[src/core/dbcr_pkg.sv]
package dbcr_pkg;
  localparam int unsigned DW = 8;
  localparam int unsigned AW = 8;
  // register offsets
  localparam logic [7:0] ADDR_PART_IDENTITY = 8'h00;
  localparam logic [7:0] ADDR_GENERAL_CONFIGURATION = 8'h01;
  localparam logic [7:0] ADDR_REGULATOR_ENABLES = 8'h02;
  localparam logic [7:0] ADDR_REGULATOR_POWER_STATE = 8'h03;
  localparam logic [7:0] ADDR_SEQUENCE_SLOTS_A = 8'h04;
  localparam logic [7:0] ADDR_SEQUENCE_SLOTS_B = 8'h05;
  localparam logic [7:0] ADDR_COMMON_VOLTAGE_CODE = 8'h06;
  localparam logic [7:0] ADDR_RESERVED_SLOT = 8'h07;
  localparam logic [7:0] ADDR_FAULT_SUPPRESS_A = 8'h08;
  localparam logic [7:0] ADDR_FAULT_SUPPRESS_B = 8'h09;
  localparam logic [7:0] ADDR_FAULT_FLAGS_A = 8'h0A;
  localparam logic [7:0] ADDR_FAULT_FLAGS_B = 8'h0B;
  // configuration fields
  localparam int unsigned CFG_LIVE_FLAGS_BIT = 7;
  localparam int unsigned CFG_AUTOSEQ_BIT = 6;
  localparam int unsigned CFG_RETRY_LSB = 4;
  localparam int unsigned CFG_DEGLITCH_LSB = 2;
  localparam int unsigned CFG_SPREAD_OFF_BIT = 1;
  localparam int unsigned CFG_LOW_FREQ_BIT = 0;
  // regulator enable fields
  localparam int unsigned REG_SEQ_RUN_BIT = 6;
  localparam int unsigned REG_BOOST_BIT = 0;
  localparam logic [7:0] REG_DOWNSTREAM_BITS = 8'h0E;
  localparam int unsigned PART_CODE_LSB = 0;
  localparam int unsigned REVISION_LSB = 4;
  // implemented bits
  localparam logic [7:0] IMPL_CONFIG = 8'hFF;
  localparam logic [7:0] IMPL_ENABLES = 8'h7F;
  localparam logic [7:0] IMPL_POWER_STATE = 8'h3F;
  localparam logic [7:0] IMPL_SLOTS_A = 8'h3F;
  localparam logic [7:0] IMPL_SLOTS_B = 8'h7F;
  localparam logic [7:0] IMPL_SUPPRESS_A = 8'h7F;
  localparam logic [7:0] IMPL_SUPPRESS_B = 8'h18;
  localparam logic [7:0] IMPL_FLAGS_A = 8'h7F;
  localparam logic [7:0] IMPL_FLAGS_B = 8'h1B;
  // reset values
  localparam logic [7:0] RST_CONFIG = 8'h24;
  localparam logic [7:0] RST_ZERO = 8'h00;
  localparam logic [7:0] RST_FLAGS_B = 8'h01;
  // timing
  localparam int unsigned CLK_KHZ = 25000;
  localparam int unsigned RETRY1_MS = 950;
  localparam int unsigned RETRY2_MS = 1900;
  localparam int unsigned RETRY3_MS = 3800;
  localparam int unsigned DEGL0_MS = 30;
  localparam int unsigned DEGL1_MS = 60;
  localparam int unsigned DEGL2_MS = 120;
  localparam int unsigned DEGL3_MS = 250;
  localparam int unsigned RETRY1_CYC = RETRY1_MS * CLK_KHZ;
  localparam int unsigned RETRY2_CYC = RETRY2_MS * CLK_KHZ;
  localparam int unsigned RETRY3_CYC = RETRY3_MS * CLK_KHZ;
  localparam int unsigned DEGL0_CYC = DEGL0_MS * CLK_KHZ;
  localparam int unsigned DEGL1_CYC = DEGL1_MS * CLK_KHZ;
  localparam int unsigned DEGL2_CYC = DEGL2_MS * CLK_KHZ;
  localparam int unsigned DEGL3_CYC = DEGL3_MS * CLK_KHZ;
  localparam int unsigned CYC_W = 32;
endpackage

[src/core/dbcr_flag_if.sv]
`timescale 1ns/1ps
interface dbcr_flag_if;
  logic [7:0] live;
  logic wr;
  logic [7:0] wdata;
  logic [7:0] flags;
  modport bank (input live, input wr, input wdata, output flags);
  modport owner (output live, output wr, output wdata, input flags);
endinterface

[src/core/dbcr_flag_reg.sv]
`timescale 1ns/1ps
module dbcr_flag_reg #(
  parameter logic [7:0] IMPL = 8'hFF,
  parameter logic [7:0] RSTV = 8'h00
) (
  // clock and reset
  input wire logic clk,
  input wire logic resetn,
  // mode
  input wire logic mirror,
  // flag port
  dbcr_flag_if.bank f
);
  logic [7:0] flags_r;
  logic [7:0] keep;

  // a write of 0 clears, a 1 keeps; a live fault in the same cycle still sets
  always_comb begin
    keep = f.wr ? f.wdata : 8'hFF;
  end

  always_ff @(posedge clk or negedge resetn) begin
    if (!resetn) begin
      flags_r <= RSTV;
    end else if (mirror) begin
      flags_r <= f.live & IMPL;
    end else begin
      flags_r <= ((flags_r & keep) | f.live) & IMPL;
    end
  end

  assign f.flags = flags_r;
endmodule

[src/core/dbcr_regs.sv]
`timescale 1ns/1ps
module dbcr_regs
#(
  parameter logic [3:0] SILICON_REVISION = 4'h0,
  parameter logic [3:0] PART_CODE = 4'h5, // arbitrary value
  parameter int unsigned RETRY1_CYCLES = dbcr_pkg::RETRY1_CYC,
  parameter int unsigned RETRY2_CYCLES = dbcr_pkg::RETRY2_CYC,
  parameter int unsigned RETRY3_CYCLES = dbcr_pkg::RETRY3_CYC,
  parameter int unsigned DEGL0_CYCLES = dbcr_pkg::DEGL0_CYC,
  parameter int unsigned DEGL1_CYCLES = dbcr_pkg::DEGL1_CYC,
  parameter int unsigned DEGL2_CYCLES = dbcr_pkg::DEGL2_CYC,
  parameter int unsigned DEGL3_CYCLES = dbcr_pkg::DEGL3_CYC
) (
  // clock and reset
  input wire logic clk,
  input wire logic resetn,
  // register port from the serial engine
  input wire logic reg_wr,
  input wire logic reg_rd,
  input wire logic [dbcr_pkg::AW-1:0] reg_addr,
  input wire logic [dbcr_pkg::DW-1:0] reg_wdata,
  output logic [dbcr_pkg::DW-1:0] reg_rdata,
  // analog status and faults (asynchronous)
  input wire logic [7:0] power_state_in,
  input wire logic [7:0] fault_live_a,
  input wire logic [7:0] fault_live_b,
  // sequencer handshake
  input wire logic seq_busy,
  output logic seq_run,
  output logic autoseq_en,
  output logic [5:0] seq_slots_a,
  output logic [6:0] seq_slots_b,
  // regulator controls
  output logic [5:0] manual_en,
  output logic [7:0] vcom_code,
  // timer and converter setup
  output logic live_flags,
  output logic retry_en,
  output logic [dbcr_pkg::CYC_W-1:0] retry_cycles,
  output logic [dbcr_pkg::CYC_W-1:0] deglitch_cycles,
  output logic spread_off,
  output logic low_freq,
  // open-drain fault pin
  output logic fault_pin_n_out,
  output logic fault_pin_n_oe
);
  import dbcr_pkg::*;

  logic [7:0] cfg_r;
  logic [7:0] ena_r;
  logic [7:0] slots_a_r;
  logic [7:0] slots_b_r;
  logic [7:0] vcom_r;
  logic [7:0] supp_a_r;
  logic [7:0] supp_b_r;
  logic [7:0] rdata_r;
  logic [CYC_W-1:0] retry_r;
  logic [CYC_W-1:0] degl_r;
  logic [7:0] pwr_s1_r;
  logic [7:0] pwr_s2_r;
  logic [7:0] fa_s1_r;
  logic [7:0] fa_s2_r;
  logic [7:0] fb_s1_r;
  logic [7:0] fb_s2_r;
  logic [7:0] ena_nxt;
  logic [7:0] rd_nxt;
  logic boost_ready;

  dbcr_flag_if flags_a_if ();
  dbcr_flag_if flags_b_if ();

  // analog levels cross into the clock domain before anything reads them
  always_ff @(posedge clk or negedge resetn) begin
    if (!resetn) begin
      pwr_s1_r <= RST_ZERO;
      pwr_s2_r <= RST_ZERO;
      fa_s1_r <= RST_ZERO;
      fa_s2_r <= RST_ZERO;
      fb_s1_r <= RST_ZERO;
      fb_s2_r <= RST_ZERO;
    end else begin
      pwr_s1_r <= power_state_in;
      pwr_s2_r <= pwr_s1_r;
      fa_s1_r <= fault_live_a;
      fa_s2_r <= fa_s1_r;
      fb_s1_r <= fault_live_b;
      fb_s2_r <= fb_s1_r;
    end
  end

  assign boost_ready = pwr_s2_r[REG_BOOST_BIT];

  // downstream enables only stick while the boost is on and ready
  always_comb begin
    ena_nxt = reg_wdata & IMPL_ENABLES;
    if (!(ena_r[REG_BOOST_BIT] && ena_nxt[REG_BOOST_BIT] && boost_ready)) begin
      ena_nxt = ena_nxt & ~REG_DOWNSTREAM_BITS;
    end
  end

  // configuration and control writes; 0x07 decodes to nothing
  always_ff @(posedge clk or negedge resetn) begin
    if (!resetn) begin
      cfg_r <= RST_CONFIG;
      ena_r <= RST_ZERO;
      vcom_r <= RST_ZERO;
      supp_a_r <= RST_ZERO;
      supp_b_r <= RST_ZERO;
    end else if (reg_wr) begin
      unique case (reg_addr)
        ADDR_GENERAL_CONFIGURATION: cfg_r <= reg_wdata & IMPL_CONFIG;
        ADDR_REGULATOR_ENABLES: ena_r <= ena_nxt;
        ADDR_COMMON_VOLTAGE_CODE: vcom_r <= reg_wdata;
        ADDR_FAULT_SUPPRESS_A: supp_a_r <= reg_wdata & IMPL_SUPPRESS_A;
        ADDR_FAULT_SUPPRESS_B: supp_b_r <= reg_wdata & IMPL_SUPPRESS_B;
        default: ;
      endcase
    end
  end

  // slot programming frozen while the sequencer runs
  always_ff @(posedge clk or negedge resetn) begin
    if (!resetn) begin
      slots_a_r <= RST_ZERO;
      slots_b_r <= RST_ZERO;
    end else if (reg_wr && !seq_busy) begin
      if (reg_addr == ADDR_SEQUENCE_SLOTS_A) begin
        slots_a_r <= reg_wdata & IMPL_SLOTS_A;
      end
      if (reg_addr == ADDR_SEQUENCE_SLOTS_B) begin
        slots_b_r <= reg_wdata & IMPL_SLOTS_B;
      end
    end
  end

  // fault flag registers
  assign flags_a_if.live = fa_s2_r;
  assign flags_a_if.wr = reg_wr && (reg_addr == ADDR_FAULT_FLAGS_A);
  assign flags_a_if.wdata = reg_wdata;
  assign flags_b_if.live = fb_s2_r;
  assign flags_b_if.wr = reg_wr && (reg_addr == ADDR_FAULT_FLAGS_B);
  assign flags_b_if.wdata = reg_wdata;

  dbcr_flag_reg #(
    .IMPL(IMPL_FLAGS_A),
    .RSTV(RST_ZERO)
  ) u_flags_a (
    .clk(clk),
    .resetn(resetn),
    .mirror(cfg_r[CFG_LIVE_FLAGS_BIT]),
    .f(flags_a_if.bank)
  );

  // hardware reset flag reads set after power-up until cleared
  dbcr_flag_reg #(
    .IMPL(IMPL_FLAGS_B),
    .RSTV(RST_FLAGS_B)
  ) u_flags_b (
    .clk(clk),
    .resetn(resetn),
    .mirror(cfg_r[CFG_LIVE_FLAGS_BIT]),
    .f(flags_b_if.bank)
  );

  // read mux
  always_comb begin
    unique case (reg_addr)
      ADDR_PART_IDENTITY: rd_nxt = {SILICON_REVISION, PART_CODE};
      ADDR_GENERAL_CONFIGURATION: rd_nxt = cfg_r;
      ADDR_REGULATOR_ENABLES: rd_nxt = ena_r;
      ADDR_REGULATOR_POWER_STATE: rd_nxt = pwr_s2_r & IMPL_POWER_STATE;
      ADDR_SEQUENCE_SLOTS_A: rd_nxt = slots_a_r;
      ADDR_SEQUENCE_SLOTS_B: rd_nxt = slots_b_r;
      ADDR_COMMON_VOLTAGE_CODE: rd_nxt = vcom_r;
      ADDR_FAULT_SUPPRESS_A: rd_nxt = supp_a_r;
      ADDR_FAULT_SUPPRESS_B: rd_nxt = supp_b_r;
      ADDR_FAULT_FLAGS_A: rd_nxt = flags_a_if.flags;
      ADDR_FAULT_FLAGS_B: rd_nxt = flags_b_if.flags;
      default: rd_nxt = RST_ZERO;
    endcase
  end

  always_ff @(posedge clk or negedge resetn) begin
    if (!resetn) begin
      rdata_r <= RST_ZERO;
    end else if (reg_rd) begin
      rdata_r <= rd_nxt;
    end
  end

  // timer lengths registered so downstream timers see stable counts
  always_ff @(posedge clk or negedge resetn) begin
    if (!resetn) begin
      retry_r <= '0;
      degl_r <= '0;
    end else begin
      unique case (cfg_r[CFG_RETRY_LSB +: 2])
        2'h0: retry_r <= '0;
        2'h1: retry_r <= CYC_W'(RETRY1_CYCLES);
        2'h2: retry_r <= CYC_W'(RETRY2_CYCLES);
        2'h3: retry_r <= CYC_W'(RETRY3_CYCLES);
      endcase
      unique case (cfg_r[CFG_DEGLITCH_LSB +: 2])
        2'h0: degl_r <= CYC_W'(DEGL0_CYCLES);
        2'h1: degl_r <= CYC_W'(DEGL1_CYCLES);
        2'h2: degl_r <= CYC_W'(DEGL2_CYCLES);
        2'h3: degl_r <= CYC_W'(DEGL3_CYCLES);
      endcase
    end
  end

  assign reg_rdata = rdata_r;
  assign retry_cycles = retry_r;
  assign deglitch_cycles = degl_r;
  // manual mode never retries
  assign retry_en = (cfg_r[CFG_RETRY_LSB +: 2] != 2'h0) && cfg_r[CFG_AUTOSEQ_BIT];
  assign live_flags = cfg_r[CFG_LIVE_FLAGS_BIT];
  assign autoseq_en = cfg_r[CFG_AUTOSEQ_BIT];
  assign seq_run = cfg_r[CFG_AUTOSEQ_BIT] & ena_r[REG_SEQ_RUN_BIT];
  assign manual_en = cfg_r[CFG_AUTOSEQ_BIT] ? 6'h00 : ena_r[5:0];
  assign seq_slots_a = slots_a_r[5:0];
  assign seq_slots_b = slots_b_r[6:0];
  assign vcom_code = vcom_r;
  assign spread_off = cfg_r[CFG_SPREAD_OFF_BIT];
  assign low_freq = cfg_r[CFG_LOW_FREQ_BIT];
  // pin only ever pulls low; the pull-up makes the high level
  assign fault_pin_n_out = 1'b0;
  // thermal and reset flags have no mask bit, so they always reach the pin
  assign fault_pin_n_oe = |((flags_a_if.flags & ~supp_a_r) |
                            (flags_b_if.flags & ~supp_b_r));
endmodule

[config.mk]
export PLATFORM = sky130hd
export DESIGN_NAME = dbcr_regs
export DESIGN_NICKNAME = d
export VERILOG_FILES = /design/src/core/dbcr_pkg.sv /design/src/core/dbcr_flag_if.sv /design/src/core/dbcr_flag_reg.sv /design/src/core/dbcr_regs.sv
export SDC_FILE = /design/constraint.sdc
export NUM_CORES = 1
export LEC_CHECK = 0
export BUFFER_PORTS_ARGS = -buffer_cell sky130_fd_sc_hd__buf_4
export CELL_PAD_IN_SITES_DETAIL_PLACEMENT = 2
export CELL_PAD_IN_SITES_GLOBAL_PLACEMENT = 2
export CORE_MARGIN = 4
export CORE_UTILIZATION = 30
export DETAILED_ROUTE_END_ITERATION = 6
export PLACE_DENSITY_LB_ADDON = 0.25
export SLEW_MARGIN = 5
export SYNTH_ARGS = -nofsm -noshare
export SYNTH_HDL_FRONTEND = slang
export SYNTH_HIERARCHICAL = 1
export SYNTH_SLANG_ARGS = --single-unit
[constraint.sdc]
create_clock -name clk -period 1.1 [get_ports clk]
set_input_delay 0.165 -clock clk [delete_from_list [all_inputs] [get_ports clk]]
set_output_delay 0.165 -clock clk [all_outputs]
set_load 0.005 [all_outputs]
==> results.sh, run 1 <==
export IMPL_routed_wirelength_um=25200
export IMPL_max_slew_margin_rel_pct=60.6
export IMPL_post_route_cell_area_mm2=0.00922
export IMPL_drt_iter0_drc=164
export IMPL_maximum_number_of_pins_on_one_net_before_global_route_repair=30
export IMPL_ctsLongestPathBuffers=2
export IMPL_dr_wl_met2_um=13600
export IMPL_nNetsFinal=773
export IMPL_clock_tree_from_tritoncts="done"
export IMPL_fin_hold_ws_ns=0.0559
export IMPL_worst_setup_path_type="reg -> reg"
export IMPL_fin_skew_ns=0.00990
export IMPL_die_height_um=141
export IMPL_antenna_found_initial=1
export IMPL_report_final_slew_viol_count=0
export IMPL_p_per_area_mw_per_mm2=1280
export IMPL_fin_crit_share_pct=185
export IMPL_timing_worst_slew_pin_value_ns=0.589
export IMPL_worstPathMaxFanout=2
export IMPL_timing_critical_path_slowest_cell_delay_ns=0.39
export IMPL_die_width_um=141
export IMPL_rsz0062_at_grt="yes"
export IMPL_drt_wirelength_per_cell_um=26.4
export IMPL_final_setup_worst_slack_ns=-0.935
export IMPL_insertedDiodeCount=0
export IMPL_synthCells=436
export IMPL_clock_insertion_delay_worst_skew_ns=0.42
export IMPL_r2r_worst_path_cells=11
export IMPL_critical_path_required_ns=1.39
export IMPL_cts_max_level=4
export IMPL_type_of_the_tightest_min_delay_check="in -> reg"
export IMPL_cp_data_arrival_time_ns=2.33
export IMPL_cts_sinks=117
export IMPL_worstReg2RegStart="u_flags_b/f.flags[0]$_DFF_PN1_"
export IMPL_die_area_mm2=0.0198
export IMPL_setup_worst_path_end="reg_rdata[0]$_DFFE_PN0P_"
export IMPL_cts_buffers_inserted=17
export IMPL_highest_layer="met5"
export IMPL_power_leakage_uw=0.00433
export IMPL_crit_startpoint="u_flags_b/f.flags[0]$_DFF_PN1_"
export IMPL_placement_cell_area_mm2=0.00708
export IMPL_final_setup_viol_count=145
export IMPL_wire_length_of_the_first_global_routing_pass_um=33100
export IMPL_grt_usage_pct=22.4
export IMPL_ir_drop_v=0.00111
export IMPL_detailed_place_hpwl_um=13300
export IMPL_cap_viol_max_count=0
export IMPL_drt_pass1_iterations=4
export IMPL_fp_coreArea_mm2=0.0173
export IMPL_overall_via_count_from_detail_route=4623
export IMPL_totalNegativeSetupSlack_ns=-33.54
export IMPL_nFillCells=1616
export IMPL_hold_path_cell_count=2
export IMPL_clock_fmax_mhz=491
export IMPL_syn_area_mm2=0.00528
export IMPL_gp_congestion=0.847
export IMPL_timing_final_hold_violations=0
export IMPL_dr_wl_met3_um=1140
export IMPL_ios=152
export IMPL_ctsRootBufferMaster="sky130_fd_sc_hd__clkbuf_16"
export IMPL_global_route_overflow_total=0
export IMPL_place_port_buffers=121
export IMPL_route_antenna_remaining_nets=0
export IMPL_remaining_drc_errors=0
export IMPL_area_growth_pct=74.7
export IMPL_wirelength_met1_um=9650
export IMPL_crit_slowest_cell="sky130_fd_sc_hd__dfstp_2"
export IMPL_crit_path_cell_trace="buf_4 -> buf_6 -> buf_6 -> buf_6 -> buf_6 -> buf_6 -> mux2i_1 -> o22ai_1 -> a211oi_1 -> buf_4 -> o22ai_2"
export IMPL_number_of_warning_messages_in_the_yosys_log=6
export IMPL_rows=48
export IMPL_proportion_of_layout_cells_with_a_drive_suffix_above_1_pct=61.8
export IMPL_cp_end_kind="flop"
export IMPL_crit_reg2reg_capture="reg_rdata[0]$_DFFE_PN0P_"
export IMPL_floorplan_initialDensity_pct=30.5
export IMPL_violated_checks="setup timing"
export IMPL_worst_path_most_repeated_cell="sky130_fd_sc_hd__buf_6"
export IMPL_finalCriticalPeriod_ns=2.03
export IMPL_worstSetupStartpointType="flop"
export IMPL_run_status="finished with violations"
export IMPL_via_count_normalized_by_instance_count=4.84
export IMPL_reg2reg_setup_slack_ns=-0.93
export IMPL_grt_pass1_vias=5178
export IMPL_clk_slew_on_worst_s_h_paths_ns=0.06
export IMPL_synth_area_per_cell_um2=12.1
export IMPL_share_of_the_core_filled_with_cells_in_the_final_layout_pct=53.3
-- cell type report --
cell class              instances  area [um2]  share of cell area, %
clock inverters                 8        75.1                  0.814
well taps                     225         282                   3.05
inverters                      31         138                   1.49
repair buffers                301        2900                   31.5
multi-input cells             249        2410                   26.1
flip-flops and latches        117        2940                   31.8
clock buffers                  24         482                   5.22
-- worst max-delay path, delay by kind of cell, from the launching register on --
kind                   cells  cell delay, ns
multiplexers               1            0.19
flip-flops                 1            0.39
AO/OA/AOI/OAI              3            0.49
buffers and inverters      7            0.83
-- flip-flops by register name, summed over array words and instances, names as in the netlist, 6 cells and up --
register	flops
retry_cycles	7
reg_rdata	8
vcom_code	8
pwr_s1_r	6
slots_b_r	7
slots_a_r	6
ena_r	7
u_flags_a/f.flags	7
fa_s2_r	7
deglitch_cycles	12
supp_a_r	7
cfg_r	8
pwr_s2_r	6
fa_s1_r	7
-- cell usage in the layout, fill, tap and decap left out, drive strengths merged, types with 2 or more instances in the layout --
master,count
dlygate4sd3,19
conb,29
a22oi,11
nand2b,13
nand2,15
buf,282
inv,30
dfrtp,114
nor2b,13
a21oi,4
nor4,3
a31o,14
or2,5
a211oi,2
clkinvlp,5
clkbuf,24
or4,2
dfstp,3
o21ai,9
a221oi,3
clkinv,3
nand4,2
o22ai,18
mux2,45
and2,3
nand3,9
nor2,12
ha,11
nor3,4
mux2i,11
-- routing by layer --
layer | vias to the layer above | global-route usage (%)
li1 | 2005 | -
met5 | - | 0
met2 | 158 | 42.3
met1 | 2400 | 25.1
met3 | 58 | 4.17
met4 | 2 | 7.70
-- stage by stage --
| stage | power (uW) | instances | setup WS, ns |
|---|---|---|---|
| 2_1_floorplan | 5200 | 461 | -0.919 |
| 3_3_place_gp | 5850 | 847 | -1.08 |
| 3_5_place_dp | 5910 | 847 | -1.11 |
| 4_1_cts | 11500 | 936 | -0.701 |
| 5_1_grt | 12200 | 955 | -0.991 |
| 6_report | 11800 | 955 | -0.935 |
-- power breakdown --
part	internal (uW)	leakage (uW)	switching (uW)	total [uW]
Sequential	4500	0.00145	154	4650
Clock	3270	0.000262	2130	5400
Combinational	942	0.00261	803	1740
-- how the worst min path moves through the flow --
stage                               end          from
2_1_floorplan      cfg_r[0]$_DFFE_PN0P_        resetn
3_3_place_gp       ena_r[4]$_DFFE_PN0P_        resetn
3_5_place_dp       cfg_r[4]$_DFFE_PN0P_        resetn
4_1_cts        reg_rdata[7]$_DFFE_PN0P_        reg_rd
5_1_grt        vcom_code[6]$_DFFE_PN0P_  reg_wdata[6]
6_report       vcom_code[6]$_DFFE_PN0P_  reg_wdata[6]
-- repair_timing --
item                                   in CTS  in global routing
buffers inserted                           39                 30
hold buffers                               19                  0
endpoints found under the hold margin      36                  0
resized for setup                         188                 75
cloned                                      1                  0
setup endpoints to repair                 143                160
pin swaps                                  27                 17
Power figures use the tool's default switching activity.
==> inputs of run 2 (changes only) <==
REMOVE_ABC_BUFFERS = 1   (was not set)
SYNTH_HIERARCHICAL = not set   (was 1)
==> results.sh, run 2 <==
export IMPL_crit_slowest_cell="sky130_fd_sc_hd__dfrtp_1"
export IMPL_maximum_number_of_pins_on_one_net_before_global_route_repair=60
export IMPL_synthCells=426
export IMPL_route_antenna_remaining_nets=0
export IMPL_wire_length_of_the_first_global_routing_pass_um=33200
export IMPL_drt_pass1_iterations=4
export IMPL_ir_drop_v=0.00108
export IMPL_type_of_the_tightest_min_delay_check="in -> reg"
export IMPL_remaining_drc_errors=0
export IMPL_synth_area_leaders="sky130_fd_sc_hd__dfrtp_1 (55%), sky130_fd_sc_hd__mux2_2 (11%), sky130_fd_sc_hd__buf_4 (6.7%)"
export IMPL_rsz0062_at_grt="yes"
export IMPL_finalCriticalPeriod_ns=1.71
export IMPL_critical_path_required_ns=0.94
export IMPL_grt_usage_pct=22.9
export IMPL_run_status="finished with violations"
export IMPL_detailed_place_hpwl_um=12600
export IMPL_place_port_buffers=121
export IMPL_proportion_of_layout_cells_with_a_drive_suffix_above_1_pct=64.9
export IMPL_crit_path_cell_trace="inv_1 -> a221oi_2 -> nand3_1 -> buf_4"
export IMPL_rows=47
export IMPL_nNetsFinal=749
export IMPL_die_width_um=139
export IMPL_syn_area_mm2=0.00517
export IMPL_final_setup_viol_count=152
export IMPL_floorplan_initialDensity_pct=30.8
export IMPL_layout_commonest_cell="sky130_fd_sc_hd__buf_4"
export IMPL_clock_fmax_mhz=584
export IMPL_gp_congestion=0.861
export IMPL_synth_distinct_cells=47
export IMPL_timing_critical_path_slowest_cell_delay_ns=0.43
export IMPL_drt_iter0_drc=189
export IMPL_synth_most_common_cell="sky130_fd_sc_hd__dfrtp_1"
export IMPL_fin_crit_share_pct=156
export IMPL_grt_pass1_vias=5265
export IMPL_clock_insertion_delay_worst_skew_ns=0.43
export IMPL_cts_buffers_inserted=17
export IMPL_netlist_area_leader_share_pct=55.2
export IMPL_yosys_most_used_dff="sky130_fd_sc_hd__dfrtp_1"
export IMPL_report_final_slew_viol_count=0
export IMPL_antenna_found_initial=0
export IMPL_synth_enable_flop_cells=0
export IMPL_cts_sinks=117
export IMPL_timing_final_hold_violations=0
export IMPL_p_per_area_mw_per_mm2=1360
export IMPL_clk_slew_on_worst_s_h_paths_ns=0.06
export IMPL_worstPathMaxFanout=3
export IMPL_fin_skew_ns=0.0144
export IMPL_die_area_mm2=0.0194
export IMPL_ctsLongestPathBuffers=2
export IMPL_clock_tree_from_tritoncts="done"
export IMPL_largest_register_ffs=12
export IMPL_share_of_the_core_filled_with_cells_in_the_final_layout_pct=54.4
export IMPL_ios=152
export IMPL_synth_area_per_cell_um2=12.1
export IMPL_worstSetupStartpointType="flop"
export IMPL_synth_sequential_area_ratio_pct=56.7
export IMPL_cp_data_arrival_time_ns=1.55
export IMPL_cap_viol_max_count=0
export IMPL_power_leakage_uw=0.00425
export IMPL_layout_common_cells="sky130_fd_sc_hd__buf_4 (133), sky130_fd_sc_hd__buf_6 (125), sky130_fd_sc_hd__dfrtp_1 (109)"
export IMPL_routed_wirelength_um=24300
export IMPL_synth_seq_cells=117
export IMPL_overall_via_count_from_detail_route=4498
export IMPL_via_count_normalized_by_instance_count=4.86
export IMPL_global_route_overflow_total=0
export IMPL_worst_setup_path_type="reg -> out"
export IMPL_final_setup_worst_slack_ns=-0.614
export IMPL_violated_checks="setup timing"
export IMPL_cp_end_kind="output pin"
export IMPL_area_growth_pct=76.5
export IMPL_postSynth_asyncResetShare_pct=100
export IMPL_report_power_total_uw=12400
export IMPL_number_of_warning_messages_in_the_yosys_log=0
export IMPL_insertedDiodeCount=0
export IMPL_ctsRootBufferMaster="sky130_fd_sc_hd__clkbuf_16"
export IMPL_drt_wirelength_per_cell_um=26.3
export IMPL_post_synth_top_area_cell="sky130_fd_sc_hd__dfrtp_1"
export IMPL_die_height_um=139
export IMPL_cts_max_level=4
export IMPL_synth_top_cells_by_count="sky130_fd_sc_hd__dfrtp_1 (114), sky130_fd_sc_hd__mux2_2 (51), sky130_fd_sc_hd__buf_4 (46)"
export IMPL_fp_coreArea_mm2=0.0168
[run 2: cell count changes in the layout (fill, tap and decap cells not counted), moves of 6 or more]
cell	change
sky130_fd_sc_hd__mux2_2	+23
sky130_fd_sc_hd__mux2_4	-17
sky130_fd_sc_hd__buf_6	-13
sky130_fd_sc_hd__a31o_1	-11
sky130_fd_sc_hd__inv_1	-10
sky130_fd_sc_hd__inv_2	+8
sky130_fd_sc_hd__o22ai_1	-8
sky130_fd_sc_hd__o21ai_2	+7
sky130_fd_sc_hd__nor2b_1	+6
[run 2: repair_timing]
| action | 4_1_cts | 5_1_grt |
|---|---|---|
| pin swaps | 32 | 15 |
| gates resized for setup | 229 | 80 |
| cloned | 1 | 0 |
| hold endpoints to repair | 134 | 0 |
| buffers inserted | 40 | 27 |
| endpoints found under the setup margin | 158 | 164 |
| hold buffers | 20 | 0 |
[run 2: power breakdown]
part           switching (uW)  internal, uW  total [uW]
combinational             796           884        1680
sequential                160          4500        4660
clock                    2110          3910        6030
[run 2: metal layers]
| metal | track usage [%] | vias up | wire length (um) | part of all wire, % |
|---|---|---|---|---|
| met5 | 0 | - | 0 | 0 |
| met4 | 7.98 | 0 | 928 | 3.8 |
| met3 | 4.80 | 57 | 1090 | 4.5 |
| met2 | 43.3 | 188 | 13100 | 54 |
| met1 | 25.2 | 2322 | 9180 | 38 |
| li1 | - | 1931 | - | - |
[run 2: final cells by class]
type	instances	area, um2
Fill cell	1571	7640
Sequential cell	117	2940
Timing Repair Buffer	284	2710
Multi-Input combinational cell	247	2460
Clock buffer	24	512
Tap cell	220	275
Clock inverter	8	119
Inverter	26	108
[run 2: metrics by stage]
stage / instances / instance area [um2] / hold slack [ns] / worst slack (ns) / TNS, ns
after floorplan: 390 / 4850 / -0.131 / -0.500 / -22.83
final: 926 / 9120 / 0.0489 / -0.614 / -21.50
after detailed placement: 818 / 6730 / 0.00803 / -0.729 / -42.33
after global routing: 926 / 9120 / 0.0551 / -0.691 / -25.98
after CTS: 910 / 8700 / 0.0454 / -0.645 / -15.94
after global placement: 818 / 6730 / 0.00217 / -0.695 / -39.33
[run 2: path summary, 6_finish.rpt]
path / from / to / slack, ns / depth (start not counted)
worst min-delay path: reg_wdata[6] / u_flags_a.f.flags[6]$_DFF_PN0_ / 0.05 / 3
worst max-delay path: supp_a_r[1]$_DFFE_PN0P_ / fault_pin_n_oe / -0.61 / 4
worst min register to register: pwr_s1_r[2]$_DFF_PN0_ / pwr_s2_r[2]$_DFF_PN0_ / 0.34 / 0
min in group asynchronous: resetn / deglitch_cycles[18]$_DFF_PN0_ / 0.10 / 2
worst max register to register: cfg_r[1]$_DFFE_PN0P_ / reg_rdata[1]$_DFFE_PN0P_ / -0.52 / 5
max in group asynchronous: resetn / u_flags_b.f.flags[0]$_DFF_PN1_ / 0.40 / 3
[run 2: cells by family (layout without fill, tap and decap cells)]
logic type                 Yosys count  count (layout)  synth area share [%]
AOI/OAI and AO/OA                   58              58                  7.60
adders and majority gates           11              11                  2.66
buffers and inverters               84             342                  9.61
DFF                                117             117                  56.7
muxes                               57              57                  12.3
other                                2              24                 0.145
and+or+nand+nor                     97              97                  11.0
[run 2: critical path, delay by kind of cell (launching register included)]
| kind | cells | cell delay, ns |
|---|---|---|
| flip-flops | 1 | 0.43 |
| AND/OR/NAND/NOR | 1 | 0.14 |
| buffers and inverters | 2 | 0.25 |
| AO/OA/AOI/OAI | 1 | 0.31 |
